--- src/sam_defs.svh ---
// Constants for the shift-and-add multiply step datapath.
`ifndef SAM_DEFS_SVH
`define SAM_DEFS_SVH

// ----------------------------------------------------------------
// Widths
// ----------------------------------------------------------------
`define SAM_WORD_W 48
`define SAM_PAIR_W 96
`define SAM_CNT_W 6

// ----------------------------------------------------------------
// Field positions
// ----------------------------------------------------------------
`define SAM_WORD_MSB 47
`define SAM_PAIR_MSB 95

// ----------------------------------------------------------------
// Reset values and counts
// ----------------------------------------------------------------
`define SAM_WORD_RST 48'h0000_0000_0000
`define SAM_CNT_RST 6'h00
`define SAM_CNT_MAX 6'h3F
`define SAM_FULL_STEPS 6'h30

`endif

--- src/sam_pkg.sv ---
// Types shared by the multiply step datapath modules.
package sam_pkg;
`include "sam_defs.svh"

	typedef logic [`SAM_WORD_W-1:0] sam_word_t;
	typedef logic [`SAM_PAIR_W-1:0] sam_pair_t;
	typedef logic [`SAM_CNT_W-1:0] sam_cnt_t;

	// Whole state of the datapath top.
	typedef struct packed {
		sam_word_t acc_hi;
		sam_word_t acc_lo;
		sam_word_t mcand;
		logic sign;
		logic zero;
		sam_cnt_t steps;
		logic step_done;
	} sam_state_t;
endpackage

--- src/sam_step_if.sv ---
// Carrier between the datapath top and its one-step arithmetic unit.
interface sam_step_if;
	import sam_pkg::*;
	sam_word_t hi;
	sam_word_t lo;
	sam_word_t mcand;
	sam_word_t hi_nxt;
	sam_word_t lo_nxt;

	// Arithmetic side computes the next pair from the present one.
	modport alu (
		input hi,
		input lo,
		input mcand,
		output hi_nxt,
		output lo_nxt
	);

	// Top side presents the registers and takes the next pair.
	modport core (
		output hi,
		output lo,
		output mcand,
		input hi_nxt,
		input lo_nxt
	);
endinterface

--- src/sam_step_alu.sv ---
// One unsigned shift-and-add step on the joined accumulator pair.
`include "sam_defs.svh"
module sam_step_alu
	import sam_pkg::*;
(
	// Register values in, next pair out.
	sam_step_if.alu step
);
	logic [`SAM_WORD_W:0] sum;

	// Add the multiplicand when the low word's bit 0 is set, then shift the pair right.
	always_comb begin
		sum = {1'b0, step.hi};
		if (step.lo[0]) begin
			sum = {1'b0, step.hi} + {1'b0, step.mcand};
		end
		step.hi_nxt = {1'b0, sum[`SAM_WORD_MSB:1]};
		step.lo_nxt = {sum[0], step.lo[`SAM_WORD_MSB:1]};
	end
endmodule

--- src/sam_mult_top.sv ---
// Datapath top for the single-step unsigned multiply instruction.
`include "sam_defs.svh"
module sam_mult_top
	import sam_pkg::*;
(
	// Clock and reset.
	input wire logic i_mclk,
	input wire logic i_resetn,
	// Register loads from the sequencer.
	input wire logic i_load_hi,
	input wire logic i_load_lo,
	input wire logic i_load_mcand,
	input wire logic i_clear_hi,
	input wire sam_word_t i_load_data,
	// Multiply step issue.
	input wire logic i_step,
	// Register and flag view.
	output sam_word_t o_acc_hi,
	output sam_word_t o_acc_lo,
	output sam_word_t o_mcand,
	output sam_pair_t o_joined_accumulator_pair,
	output logic o_sign,
	output logic o_zero,
	output sam_cnt_t o_step_count,
	output logic o_step_done,
	output logic o_full_product
);
	// ----------------------------------------------------------------
	// State and step unit
	// ----------------------------------------------------------------
	sam_state_t state_r;
	sam_state_t state_nxt;
	sam_pair_t pair_nxt;
	sam_step_if step_bus ();

	// Present the registers to the step unit.
	assign step_bus.hi = state_r.acc_hi;
	assign step_bus.lo = state_r.acc_lo;
	assign step_bus.mcand = state_r.mcand;

	sam_step_alu u_alu (
		.step(step_bus.alu)
	);

	// Joined result of the step, high word on top.
	assign pair_nxt = {step_bus.hi_nxt, step_bus.lo_nxt};

	// ----------------------------------------------------------------
	// Next state
	// ----------------------------------------------------------------

	// A step wins over loads in the same cycle, which are then dropped.
	always_comb begin
		state_nxt = state_r;
		state_nxt.step_done = 1'b0;
		if (i_step) begin
			// Exactly one step per issue; the pair takes the unsigned result.
			state_nxt.acc_hi = step_bus.hi_nxt;
			state_nxt.acc_lo = step_bus.lo_nxt;
			// Flags come from the joined result.
			state_nxt.sign = pair_nxt[`SAM_PAIR_MSB];
			state_nxt.zero = (pair_nxt == '0);
			state_nxt.step_done = 1'b1;
			// Count steps since the last clear, holding at the top.
			if (state_r.steps != `SAM_CNT_MAX) begin
				state_nxt.steps = state_r.steps + `SAM_CNT_W'(1);
			end
		end else begin
			if (i_clear_hi) begin
				// Clearing the high word starts a new sequence.
				state_nxt.acc_hi = `SAM_WORD_RST;
				state_nxt.steps = `SAM_CNT_RST;
			end else if (i_load_hi) begin
				state_nxt.acc_hi = i_load_data;
			end
			if (i_load_lo) begin
				state_nxt.acc_lo = i_load_data;
			end
			if (i_load_mcand) begin
				state_nxt.mcand = i_load_data;
			end
		end
	end

	// ----------------------------------------------------------------
	// State register
	// ----------------------------------------------------------------

	// All datapath state in one register.
	always_ff @(posedge i_mclk or negedge i_resetn) begin
		if (!i_resetn) begin
			state_r.acc_hi <= `SAM_WORD_RST;
			state_r.acc_lo <= `SAM_WORD_RST;
			state_r.mcand <= `SAM_WORD_RST;
			state_r.sign <= 1'b0;
			state_r.zero <= 1'b1;
			state_r.steps <= `SAM_CNT_RST;
			state_r.step_done <= 1'b0;
		end else begin
			state_r <= state_nxt;
		end
	end

	// ----------------------------------------------------------------
	// Outputs
	// ----------------------------------------------------------------

	// Every output comes from the state register; o_full_product is a compare on the step count.
	assign o_acc_hi = state_r.acc_hi;
	assign o_acc_lo = state_r.acc_lo;
	assign o_mcand = state_r.mcand;
	assign o_joined_accumulator_pair = {state_r.acc_hi, state_r.acc_lo};
	assign o_sign = state_r.sign;
	assign o_zero = state_r.zero;
	assign o_step_count = state_r.steps;
	assign o_step_done = state_r.step_done;
	assign o_full_product = (state_r.steps >= `SAM_FULL_STEPS);

	// ----------------------------------------------------------------
	// Assertions
	// ----------------------------------------------------------------

	// Conditional sum of one step; the carry out of the top bit is dropped.
	function automatic sam_word_t step_sum(input sam_word_t hi, input sam_word_t lo,
		input sam_word_t mc);
		sam_word_t sum;
		sum = hi;
		if (lo[0]) begin
			sum = hi + mc;
		end
		return sum;
	endfunction
endmodule

--- config.mk ---
export PLATFORM = sky130hd
export DESIGN_NAME = sam_mult_top
export DESIGN_NICKNAME = d
export VERILOG_FILES = /design/src/sam_pkg.sv /design/src/sam_step_if.sv /design/src/sam_step_alu.sv /design/src/sam_mult_top.sv
export VERILOG_INCLUDE_DIRS = /design/src
export SDC_FILE = /design/constraint.sdc
export NUM_CORES = 1
export LEC_CHECK = 0
export BUFFER_PORTS_ARGS = -buffer_cell sky130_fd_sc_hd__buf_2
export CAP_MARGIN = 0
export CORE_ASPECT_RATIO = 0.8
export CORE_MARGIN = 2
export CORE_UTILIZATION = 49
export DETAILED_ROUTE_END_ITERATION = 10
export PLACE_DENSITY = 0.78
export SETUP_SLACK_MARGIN = 0.4
export SLEW_MARGIN = 20
export SYNTH_ARGS = -nofsm -noshare
export SYNTH_HDL_FRONTEND = slang
export SYNTH_SLANG_ARGS = --single-unit
export TNS_END_PERCENT = 1
--- constraint.sdc ---
create_clock -name i_mclk -period 3.5 [get_ports i_mclk]
set_clock_uncertainty 0.1 [all_clocks]
set_input_delay 0.175 -clock i_mclk [delete_from_list [all_inputs] [get_ports i_mclk]]
set_output_delay 0.175 -clock i_mclk [all_outputs]
set_load 0.02 [all_outputs]
======== Word level (Yosys, flattened, before mapping) ========
Index checks and enable logic that the tools add are counted.
operators by class
  $add $sub $neg .......................... 2
  multiply operators ...................... 0
  div/mod/pow operators ................... 0
  $lt $le $gt $ge ......................... 1
  equality and inequality tests ........... 2
  shift operators ......................... 0
  mux-type cells .......................... 9
  bitwise gates (word level) .............. 1
  reduce and logical (&&, ||, !) cells .... 6
operators by type and width
  kind                                                   count
  two-way mux 48 bit                                     4
  zero test 96 bit                                       1
  two-way mux 96 bit                                     1
  adder 48 bit                                           1
  two-way mux 6 bit                                      3
  adder 6 x 1 -> 6 bit, second input constant            1
  >= comparator 6 bit, second input constant             1
  inequality test 6 bit, second input constant           1
  AND reduction 2 bit                                    2
  nonzero test 2 bit                                     2
  nonzero test 3 bit                                     1
  inequality test 2 x 1 -> 1 bit, second input constant  1
  two-way mux 1 bit                                      1
  NOT 1 bit                                              1
storage, ports and cells
  register bits ........................... 152
  latch bits .............................. 0
  bits in writable memories ............... 0
  ROM bits ................................ 0
  bits of input ports ..................... 55
  word-level logic and storage cells ...... 27
  memories ................................ 0

======== Logic depth before layout (Yosys ltp) ========
Gate-level depths: netlist (run 1).
  depth after elaboration ................. 3
  depth in mapped cells ................... 13
  depth with buffers taken out ............ 12

======== By module ========
A second synthesis (run 1) with hierarchy kept.
unflattened totals
  cells, all modules ...................... 1,179
  area total of the unflattened synthesis .. 11,313.4 um2
by module, submodules not included
  module        instances  cells an instance  area each (um2)  sequential area each (um2)
  sam_mult_top  1          686                7,592.3          3,829.9
  sam_step_alu  1          493                3,721.1          0.0

======== Least setup slack after synthesis (run 1) ========
OpenSTA, ideal clock, no wires.
  kind .................................... flip-flop to flip-flop
  start ................................... reg state_r (netlist bit o_acc_hi[0])
  end ..................................... reg state_r (netlist bit o_zero)
  setup time .............................. 0.086 ns
  arrival time ............................ 3.578 ns
  path slack .............................. -0.264 ns
  cell stages (with the launch flop) ...... 13
  period minus slack after synthesis ...... 3.764 ns
  cell sequence ........................... dfrtp_1 > ha_1 > fa_1 > xnor2_1 > a21oi_2 > or3_1 > or4_1 > or4_1 > nor4_2 > nor4b_2 > nand4_1 > or4_1 > o31ai_2
on the way
  longest elaborated chain between the ends .. 3
ends and longest elaborated chain
  element                 line                 RTL
  from (decl)             sam_mult_top.sv:31   sam_state_t state_r;
  from (signal assigned)  sam_mult_top.sv:100  state_r <= state_nxt;
  adder 48 bit            sam_step_alu.sv:15   sum = {1'b0, step.hi} + {1'b0, step.mcand};
  two-way mux 48 bit *    sam_step_alu.sv:14   if (step.lo[0]) begin
  zero test 96 bit *      sam_mult_top.sv:62   state_nxt.zero = (pair_nxt == '0);
Mark *: on every way between the ends. The rest lies on a longest branch, timed or not.
A chain may end at the register's enable or synchronous reset.

======== Final worst setup path (run 1) ========
  start ................................... reg o_mcand[1] (netlist name)
  end ..................................... reg state_r (netlist bit o_zero)
on the way
  longest elaborated chain between the ends .. 3
ends and longest elaborated chain
  element             line
  adder 48 bit        sam_step_alu.sv:15
  two-way mux 48 bit  sam_step_alu.sv:14
  zero test 96 bit    sam_mult_top.sv:62
Every way passes these cells.

==> metrics.md, run 1 <==
| Metric | Value |
|---|---|
| Total Power | 11.95 mW |
| Final ANT Viol Nets | 0 |
| Clock Latency Late Sink | 0.45 ns |
| RSZ-0062 raised after global routing | yes |
| Maximum number of pins on one net before global-route repair | 93 |
| Asr flop ratio synth | 100.0% |
| Relative slew margins | 38.28% |
| CP Class | reg -> reg |
| Synth Register Bits | 152 |
| Switch share | 46.55% |
| Combinational Power Share | 62.9% |
| Syn nets | 1380 |
| DR vias | 13025 |
| Vias per inst | 6.241 |
| Reg clk slew, reported paths | 0.08 ns |
| Pre-antenna DRT Iters | 6 |
| Tmin final | 3.947 ns |
| CP required | 3.76 ns |
| P_int | 6.385 mW |
| Post-Syn Area | 0.01158 mm2 |
| First-pass GRT wire length | 73220 um |
| Seq pwr share | 20.1% |
| Std cell rows | 50 |
| Status | complete, but fails checks |
| CTS root buf | clkbuf_16 |
| Final WS setup | -0.4474 ns |
| Max Slew Vio Count | 0 |
| Clk sinks | 152 |
| Die width | 175.9 um |
| Synth warn | 0 |
| Crit path max fanout | 5 |
| Total setup buffers inserted after CTS | 0 |
| Least-Margin Pin Slew | 0.9257 ns |
| I/O Pins | 305 |
| Antenna violations before repair | 0 |
| Final hold violations | 0 |
| Initial Util | 49.75% |
| DP HPWL | 36450 um |
| Crit-path slowest cell | dfrtp_1 |
| Post-route cell area | 0.01607 mm2 |
| DP Area | 0.01468 mm2 |
| Final Cycle Share | 112.8% |
| Crit-path cells | ha_1 > a21o_1 > nand4_1 > buf_4 > a211oi_2 > o21a_2 > o31a_1 > o221ai_1 > a211oi_2 > nand4_1 > or4_4 > o31ai_2 |
| Setup crit end kind | register |
| TritonCTS clock tree | built |
| Syn avg cell area | 9.073 um2 |
| EDFF count, synth | 0 |
| Psw | 5.562 mW |
| Iteration-0 DRC Markers | 1534 |
| Inst Count DP | 2014 |
| Clock Power Share | 17.0% |
| Cell variety after synth | 99 |
| Area grow syn2layout | 38.84% |
| Maxcap violations | 0 |
| H-Tree Level Count | 4 |
| GR Overflow Total | 0 |
| IO buf count | 303 |
| PD cells | 743.2 mW/mm2 |
| Synth area leaders | dfrtp_1 (33%), mux2i_1 (9.4%), buf_4 (6.4%) |
| Antenna diode count | 0 |
| Yosys top cell by area | dfrtp_1 |
| Lkg Pwr | 7.949 nW |
| Total CTS buffers | 17 |
| Die area | 0.02488 mm2 |
| Worst-case clock buffer depth | 2 |
| Final wirelength | 49500 um |
| Die height | 141.5 um |
| R2R Setup Slk | -0.45 ns |
| Failing checks | setup timing |
| Via count of the first global-routing pass | 12363 |
| WP data arrival | 4.20 ns |
| Total track usage | 38.49% |
| # DRC | 0 |
| Cells after synthesis | 1276 |
| Max Freq | 0.2533 GHz |
| Peak supply drop | 0.0004358 V |
| CP Launch Type | register |
| Slowest stage delay, CP | 0.45 ns |
| Share of post-route cells with drive strength above 1 | 44.56% |
| Routability cong. | 1.025 |
| Type of the worst min-delay path | in -> reg |
| Core area | 0.02327 mm2 |
| Final nets | 1866 |
| Primary FF master, synth | dfrtp_1 |
| Setup-failing EPs final | 2 |
| WL per Instance | 23.72 um |
| Layout Cells excl Fill | 2087 |
| Register area share after synthesis | 32.87% |
| Post-synth top area share | 32.64% |
[layout make-up]
cell class,instances,area [um2]
fill,1744,7198
multi-input combinational,931,6985
timing repair buffer,644,4200
sequential,152,3810
clock buffer,19,452.9
tap,312,390.4
clock inverter,13,175.2
inverter,16,60.06
[cell usage in the layout, fill, tap and decap left out, types with 5 or more instances in the layout]
| cell | synthesis | routed |
|---|---|---|
| buf_2 | 14 | 301 |
| buf_4 | 99 | 300 |
| dfrtp_1 | 151 | 147 |
| nand2_1 | 142 | 141 |
| mux2i_1 | 109 | 109 |
| o21ai_0 | 100 | 95 |
| mux2_2 | 52 | 51 |
| a21oi_1 | 56 | 49 |
| nor2_1 | 47 | 46 |
| dlygate4sd3_1 | 0 | 41 |
| ha_1 | 48 | 34 |
| nand3_1 | 30 | 30 |
| nand4_1 | 30 | 30 |
| o22ai_1 | 20 | 20 |
| nor3_1 | 20 | 18 |
| a21o_1 | 18 | 17 |
| clkbuf_16 | 0 | 17 |
| inv_1 | 15 | 15 |
| nor4_1 | 15 | 15 |
| o211ai_1 | 14 | 14 |
| a21oi_2 | 5 | 12 |
| o31ai_1 | 13 | 12 |
| o21ai_1 | 9 | 11 |
| o21a_1 | 13 | 11 |
| ha_4 | 0 | 11 |
| xnor2_1 | 11 | 9 |
| nand2b_1 | 9 | 9 |
| or3_1 | 9 | 9 |
| a211oi_1 | 10 | 8 |
| a211o_1 | 7 | 7 |
| xor2_1 | 7 | 7 |
| and3_1 | 6 | 6 |
| o221ai_1 | 5 | 5 |
| and2_1 | 6 | 5 |
| a211oi_2 | 4 | 5 |
| inv_8 | 0 | 5 |
[metal layers]
layer  part of all wire [%]  GRT usage, %  wire length, um  up-vias
li1                       -             -                -     5630
met1                     40         53.21            19960     6260
met2                     42         56.05            21020      967
met3                     13         13.29             6529      168
met4                    4.0         13.44             1983        0
met5                      0             0                0        -
[worst paths after layout]
kind	start	to	cells after the start
max reg2reg	o_mcand[1]	o_zero	12
min reg2reg	o_zero	o_zero	2
min in group asynchronous	i_resetn	o_mcand[19]	2
max in group asynchronous	i_resetn	o_acc_lo[2]	3
max	o_mcand[1]	o_zero	12
min	i_load_data[35]	o_mcand[35]	2
[stage by stage]
stage | setup TNS [ns] | hold WS (ns) | setup slack (ns) | utilization (%)
floorplan | -0.09152 | -0.2206 | -0.09152 | -
global placement | -0.3463 | 0.2245 | -0.3463 | 63.10
detailed placement | -0.4704 | 0.2263 | -0.3941 | 63.10
CTS | -0.4709 | 0.001044 | -0.3532 | 68.11
global route | -0.6239 | 0.009856 | -0.5416 | 69.07
finish | -0.5030 | 0.02241 | -0.4474 | 69.07
[cell families (layout without fill, tap and decap cells)]
| kind of cell | after synthesis | count (layout) | synth area share [%] |
|---|---|---|---|
| other | 1 | 1 | 0.03239 |
| flip-flops | 152 | 152 | 32.87 |
| XOR/XNOR | 18 | 18 | 1.362 |
| multiplexers | 161 | 161 | 14.48 |
| buffers and inverters | 193 | 692 | 10.04 |
| adder cells (fa/ha/maj) | 49 | 49 | 5.360 |
| AND/OR/NAND/NOR | 356 | 356 | 15.67 |
| AO/OA/AOI/OAI | 346 | 346 | 20.19 |
[worst max-delay path: cells and delay by family (launching register included)]
family | cells | cell delay (ns)
flops | 1 | 0.45
fa+ha+maj | 1 | 0.31
simple gates | 3 | 0.94
compound gates | 7 | 1.78
buf+inv | 1 | 0.29
[synthesized netlist by cell type (all sizes together) (15+ instances only)]
| cell type | n |
|---|---|
| nor3 | 21 |
| buf | 130 |
| a21o | 18 |
| inv | 16 |
| dfrtp | 151 |
| ha | 48 |
| mux2i | 109 |
| clkbuf | 46 |
| nor2 | 47 |
| a21oi | 62 |
| mux2 | 52 |
| nand3 | 32 |
| o211ai | 15 |
| nor4 | 17 |
| o22ai | 20 |
| o21ai | 109 |
| nand2 | 142 |
| nand4 | 32 |
[power by group through the flow]
stage | Combinational [mW] | Clock (mW) | Sequential (mW)
floorplan | 3.44 | 0 | 2.86
CTS | 7.06 | 2.03 | 2.37
global placement | 6.79 | 0 | 2.36
detailed placement | 6.88 | 0 | 2.38
finish | 7.51 | 2.04 | 2.40
global route | 7.88 | 2.10 | 2.43
[what timing repair did]
item	4_1_cts	5_1_grt
hold buffers	41	0
pin swaps	7	16
endpoints found under the hold margin	148	0
endpoints found under the setup margin	16	27
resized for setup	17	48
[sequential cells by signal (all words and copies together) (netlist names)]
register / count
o_mcand: 48
o_acc_hi: 48
o_acc_lo: 48
o_step_count: 6
o_step_done: 1
o_zero: 1
No activity file was read; power rests on OpenSTA's default activity.
==> inputs of run 2 (changes only) <==
CORE_UTILIZATION = 54   (was 49)
PLACE_DENSITY = 0.81   (was 0.78)
clock period = 4.2 ns   (was 3.5 ns; I/O delays follow)
==> run 2 against run 1 <==
Effect of this change:
- the run now ends clean
- die area decreased by 9.0%
- register-to-register slack improved by 0.66 ns
- non-clock buffer count fell by 255
- sequential share of layout area rose by 4.0 points
- fmax fell by 1.1%
- power is 30% lower
- global-route usage fell by 1.5 points
- critical path depth shrank 1
- first-iteration DRC count fell by 4.0%
- critical path type unchanged
- largest cell class unchanged
==> metrics.md, run 2 (synthesis gave the netlist of run 1 again) <==
| Metric | Value |
|---|---|
| Status | completed (was complete, but fails checks) |
| WP buf/inv | 0 (was 1) |
| Iteration-0 DRC Markers | 1472 (was 1534) |
| Fin Setup TNS | 0 ns (was -0.5030 ns) |
| CP Launch Type | register (unchanged) |
| Type of the worst min-delay path | in -> reg (unchanged) |
| CP Class | reg -> reg (unchanged) |
| Share of post-route cells with drive strength above 1 | 32.96% (was 44.56%) |
| WP data arrival | 4.25 ns (was 4.20 ns) |
| Core area | 0.02088 mm2 (was 0.02327 mm2) |
| Final Cycle Share | 95.05% (was 112.8%) |
| Least-Margin Pin Slew | 1.040 ns (was 0.9257 ns) |
| WP depth | 11 (was 12) |
| Crit-path slowest cell | or4_1 (was dfrtp_1) |
| First-pass GRT wire length | 64020 um (was 73220 um) |
| Total track usage | 37.00% (was 38.49%) |
| Max Freq | 0.2505 GHz (was 0.2533 GHz) |
| Die width | 167.7 um (was 175.9 um) |
| Setup crit end kind | register (unchanged) |
| Area grow syn2layout | 18.83% (was 38.84%) |
| TritonCTS clock tree | built (unchanged) |
| Clk sinks | 152 (unchanged) |
| I/O Pins | 305 (unchanged) |
| Cell family with most CP delay | compound AO/OA/AOI/OAI gates (unchanged) |
| GR Overflow Total | 0 (unchanged) |
| Clock Latency Late Sink | 0.44 ns (was 0.45 ns) |
| Reg clk slew, reported paths | 0.07 ns (was 0.08 ns) |
| Max Slew Vio Count | 0 (unchanged) |
| CTS root buf | clkbuf_16 (unchanged) |
| Std cell rows | 47 (was 50) |
| Crit-path cells | ha_1 > a21o_1 > a21oi_4 > a21o_1 > a311oi_2 > a31o_2 > a221o_1 > or4_1 > nor3_1 > nand4_1 > o31ai_4 (was ha_1 > a21o_1 > nand4_1 > buf_4 > a211oi_2 > o21a_2 > o31a_1 > o221ai_1 > a211oi_2 > nand4_1 > or4_4 > o31ai_2) |
| Final WS setup | 0.2081 ns (was -0.4474 ns) |
| DP Area | 0.01272 mm2 (was 0.01468 mm2) |
| Commonest non-fill, non-tap cell in the layout | buf_2 (unchanged) |
| Worst Reg2Reg Path Length in Cells | 11 (was 12) |
| Slowest stage delay, CP | 0.47 ns (was 0.45 ns) |
| IO buf count | 303 (unchanged) |
| PD cells | 610.7 mW/mm2 (was 743.2 mW/mm2) |
| Relative slew margins | 30.06% (was 38.28%) |
| Final hold violations | 0 (unchanged) |
| Reg-to-Reg Start | o_acc_hi[3] (was o_mcand[1]) |
| DP Worst Slack | 0.1676 ns (was -0.3941 ns) |
| Via count of the first global-routing pass | 10595 (was 12363) |
| Routability cong. | 1.026 (was 1.025) |
| Beginning of the worst hold path | i_load_data[13] (was i_load_data[35]) |
| Most used cell, CP | a21o_1 |
| Vias per inst | 6.561 (was 6.241) |
| Post-route cell area | 0.01376 mm2 (was 0.01607 mm2) |
| Final nets | 1611 (was 1866) |
| Pre-antenna DRT Iters | 8 (was 6) |
| DR vias | 11745 (was 13025) |
| Maxcap violations | 0 (unchanged) |
| Setup-failing EPs final | 0 (was 2) |
| WL per Instance | 23.95 um (was 23.72 um) |
| # DRC | 0 (unchanged) |
| R2R Setup Slk | 0.21 ns (was -0.45 ns) |
| RSZ-0062 raised after global routing | yes (unchanged) |
| Most frequent cells in the layout | buf_2 (301), dfrtp_1 (150), nand2_1 (141) (was buf_2 (301), buf_4 (300), dfrtp_1 (147)) |
| Final ANT Viol Nets | 0 (unchanged) |
| Antenna violations before repair | 0 (unchanged) |
| DP HPWL | 32190 um (was 36450 um) |
| Die height | 135.0 um (was 141.5 um) |
| CP required | 4.46 ns (was 3.76 ns) |
| Die area | 0.02263 mm2 (was 0.02488 mm2) |
| FILL cells | 1635 (was 1744) |
| Critical path launch point | o_acc_hi[3] (was o_mcand[1]) |
| H-Tree Level Count | 4 (unchanged) |
| Crit path max fanout | 9 (was 5) |
| Total CTS buffers | 17 (unchanged) |
| Maximum number of pins on one net before global-route repair | 89 (was 93) |
| Peak supply drop | 0.0002747 V (was 0.0004358 V) |
| Initial Util | 55.46% (was 49.75%) |
| Reg2reg end | o_zero (unchanged) |
| Lkg Pwr | 6.647 nW (was 7.949 nW) |
| Worst-case clock buffer depth | 2 (unchanged) |
| Final wirelength | 42880 um (was 49500 um) |
| Tmin final | 3.992 ns (was 3.947 ns) |
| Critical path capture point | o_zero (unchanged) |
-- run 2: cell types whose count changed in the layout (fill, tap and decap cells not counted), sizes merged --
cell / before / now
buf: 603 / 355
bufinv: 2 / 1
clkbuf: 19 / 18
clkinv: 2 / 3
clkinvlp: 1 / 2
diode: 0 / 1
dlygate4sd3: 41 / 34
-- run 2: where the power goes --
part	switching [mW]	total (mW)	internal [mW]	leakage [nW]
registers	0.395	2.13	1.73	1.88
logic	3.02	4.70	1.68	4.49
clock network	0.724	1.57	0.844	0.281
-- run 2: layer usage --
metal / vias up / share of wire, % / track usage [%]
met2: 827 / 42 / 52.10
met3: 116 / 12 / 12.43
met4: 0 / 3.4 / 12.46
met5: - / 0 / 0
li1: 5112 / - / -
met1: 5690 / 42 / 53.21
-- run 2: through the flow --
| stage | std cells | util (%) | power (mW) | hold WS [ns] |
|---|---|---|---|---|
| 2_1_floorplan | 1276 | - | 5.238 | -0.1856 |
| 3_3_place_gp | 1722 | 60.95 | 6.530 | 0.2265 |
| 3_5_place_dp | 1722 | 60.95 | 6.566 | 0.2327 |
| 4_1_cts | 1788 | 65.47 | 8.185 | 0.001507 |
| 5_1_grt | 1789 | 65.89 | 8.774 | 0.008807 |
| 6_report | 1790 | 65.90 | 8.401 | 0.01706 |
-- run 2: worst min-delay path by stage --
stage / end / slack, ns / cells past startpoint
4_1_cts: o_mcand[27] / 0.002 / 2
2_1_floorplan: o_acc_hi[0] / -0.19 / 0
5_1_grt: o_mcand[8] / 0.009 / 2
3_5_place_dp: o_step_count[4] / 0.23 / 1
3_3_place_gp: o_acc_lo[39] / 0.23 / 1
6_report: o_mcand[13] / 0.02 / 2
-- run 2: area by class of cell --
class / count / area (um2) / share of cell area (%)
clock buffers: 18 / 429.2 / 3.120
well taps: 269 / 336.6 / 2.447
diodes: 1 / 2.502 / 0.01819
repair buffers: 389 / 2256 / 16.40
multi-input cells: 931 / 6710 / 48.78
inverters: 16 / 60.06 / 0.4366
flip-flops and latches: 152 / 3806 / 27.67
clock inverters: 14 / 156.4 / 1.137
-- run 2: timing repair --
item	4_1_cts	5_1_grt
buffers inserted	0	1
hold endpoints to repair	119	0
pin swaps	1	5
gates resized for setup	5	15
endpoints found under the setup margin	2	2
hold buffers	34	0
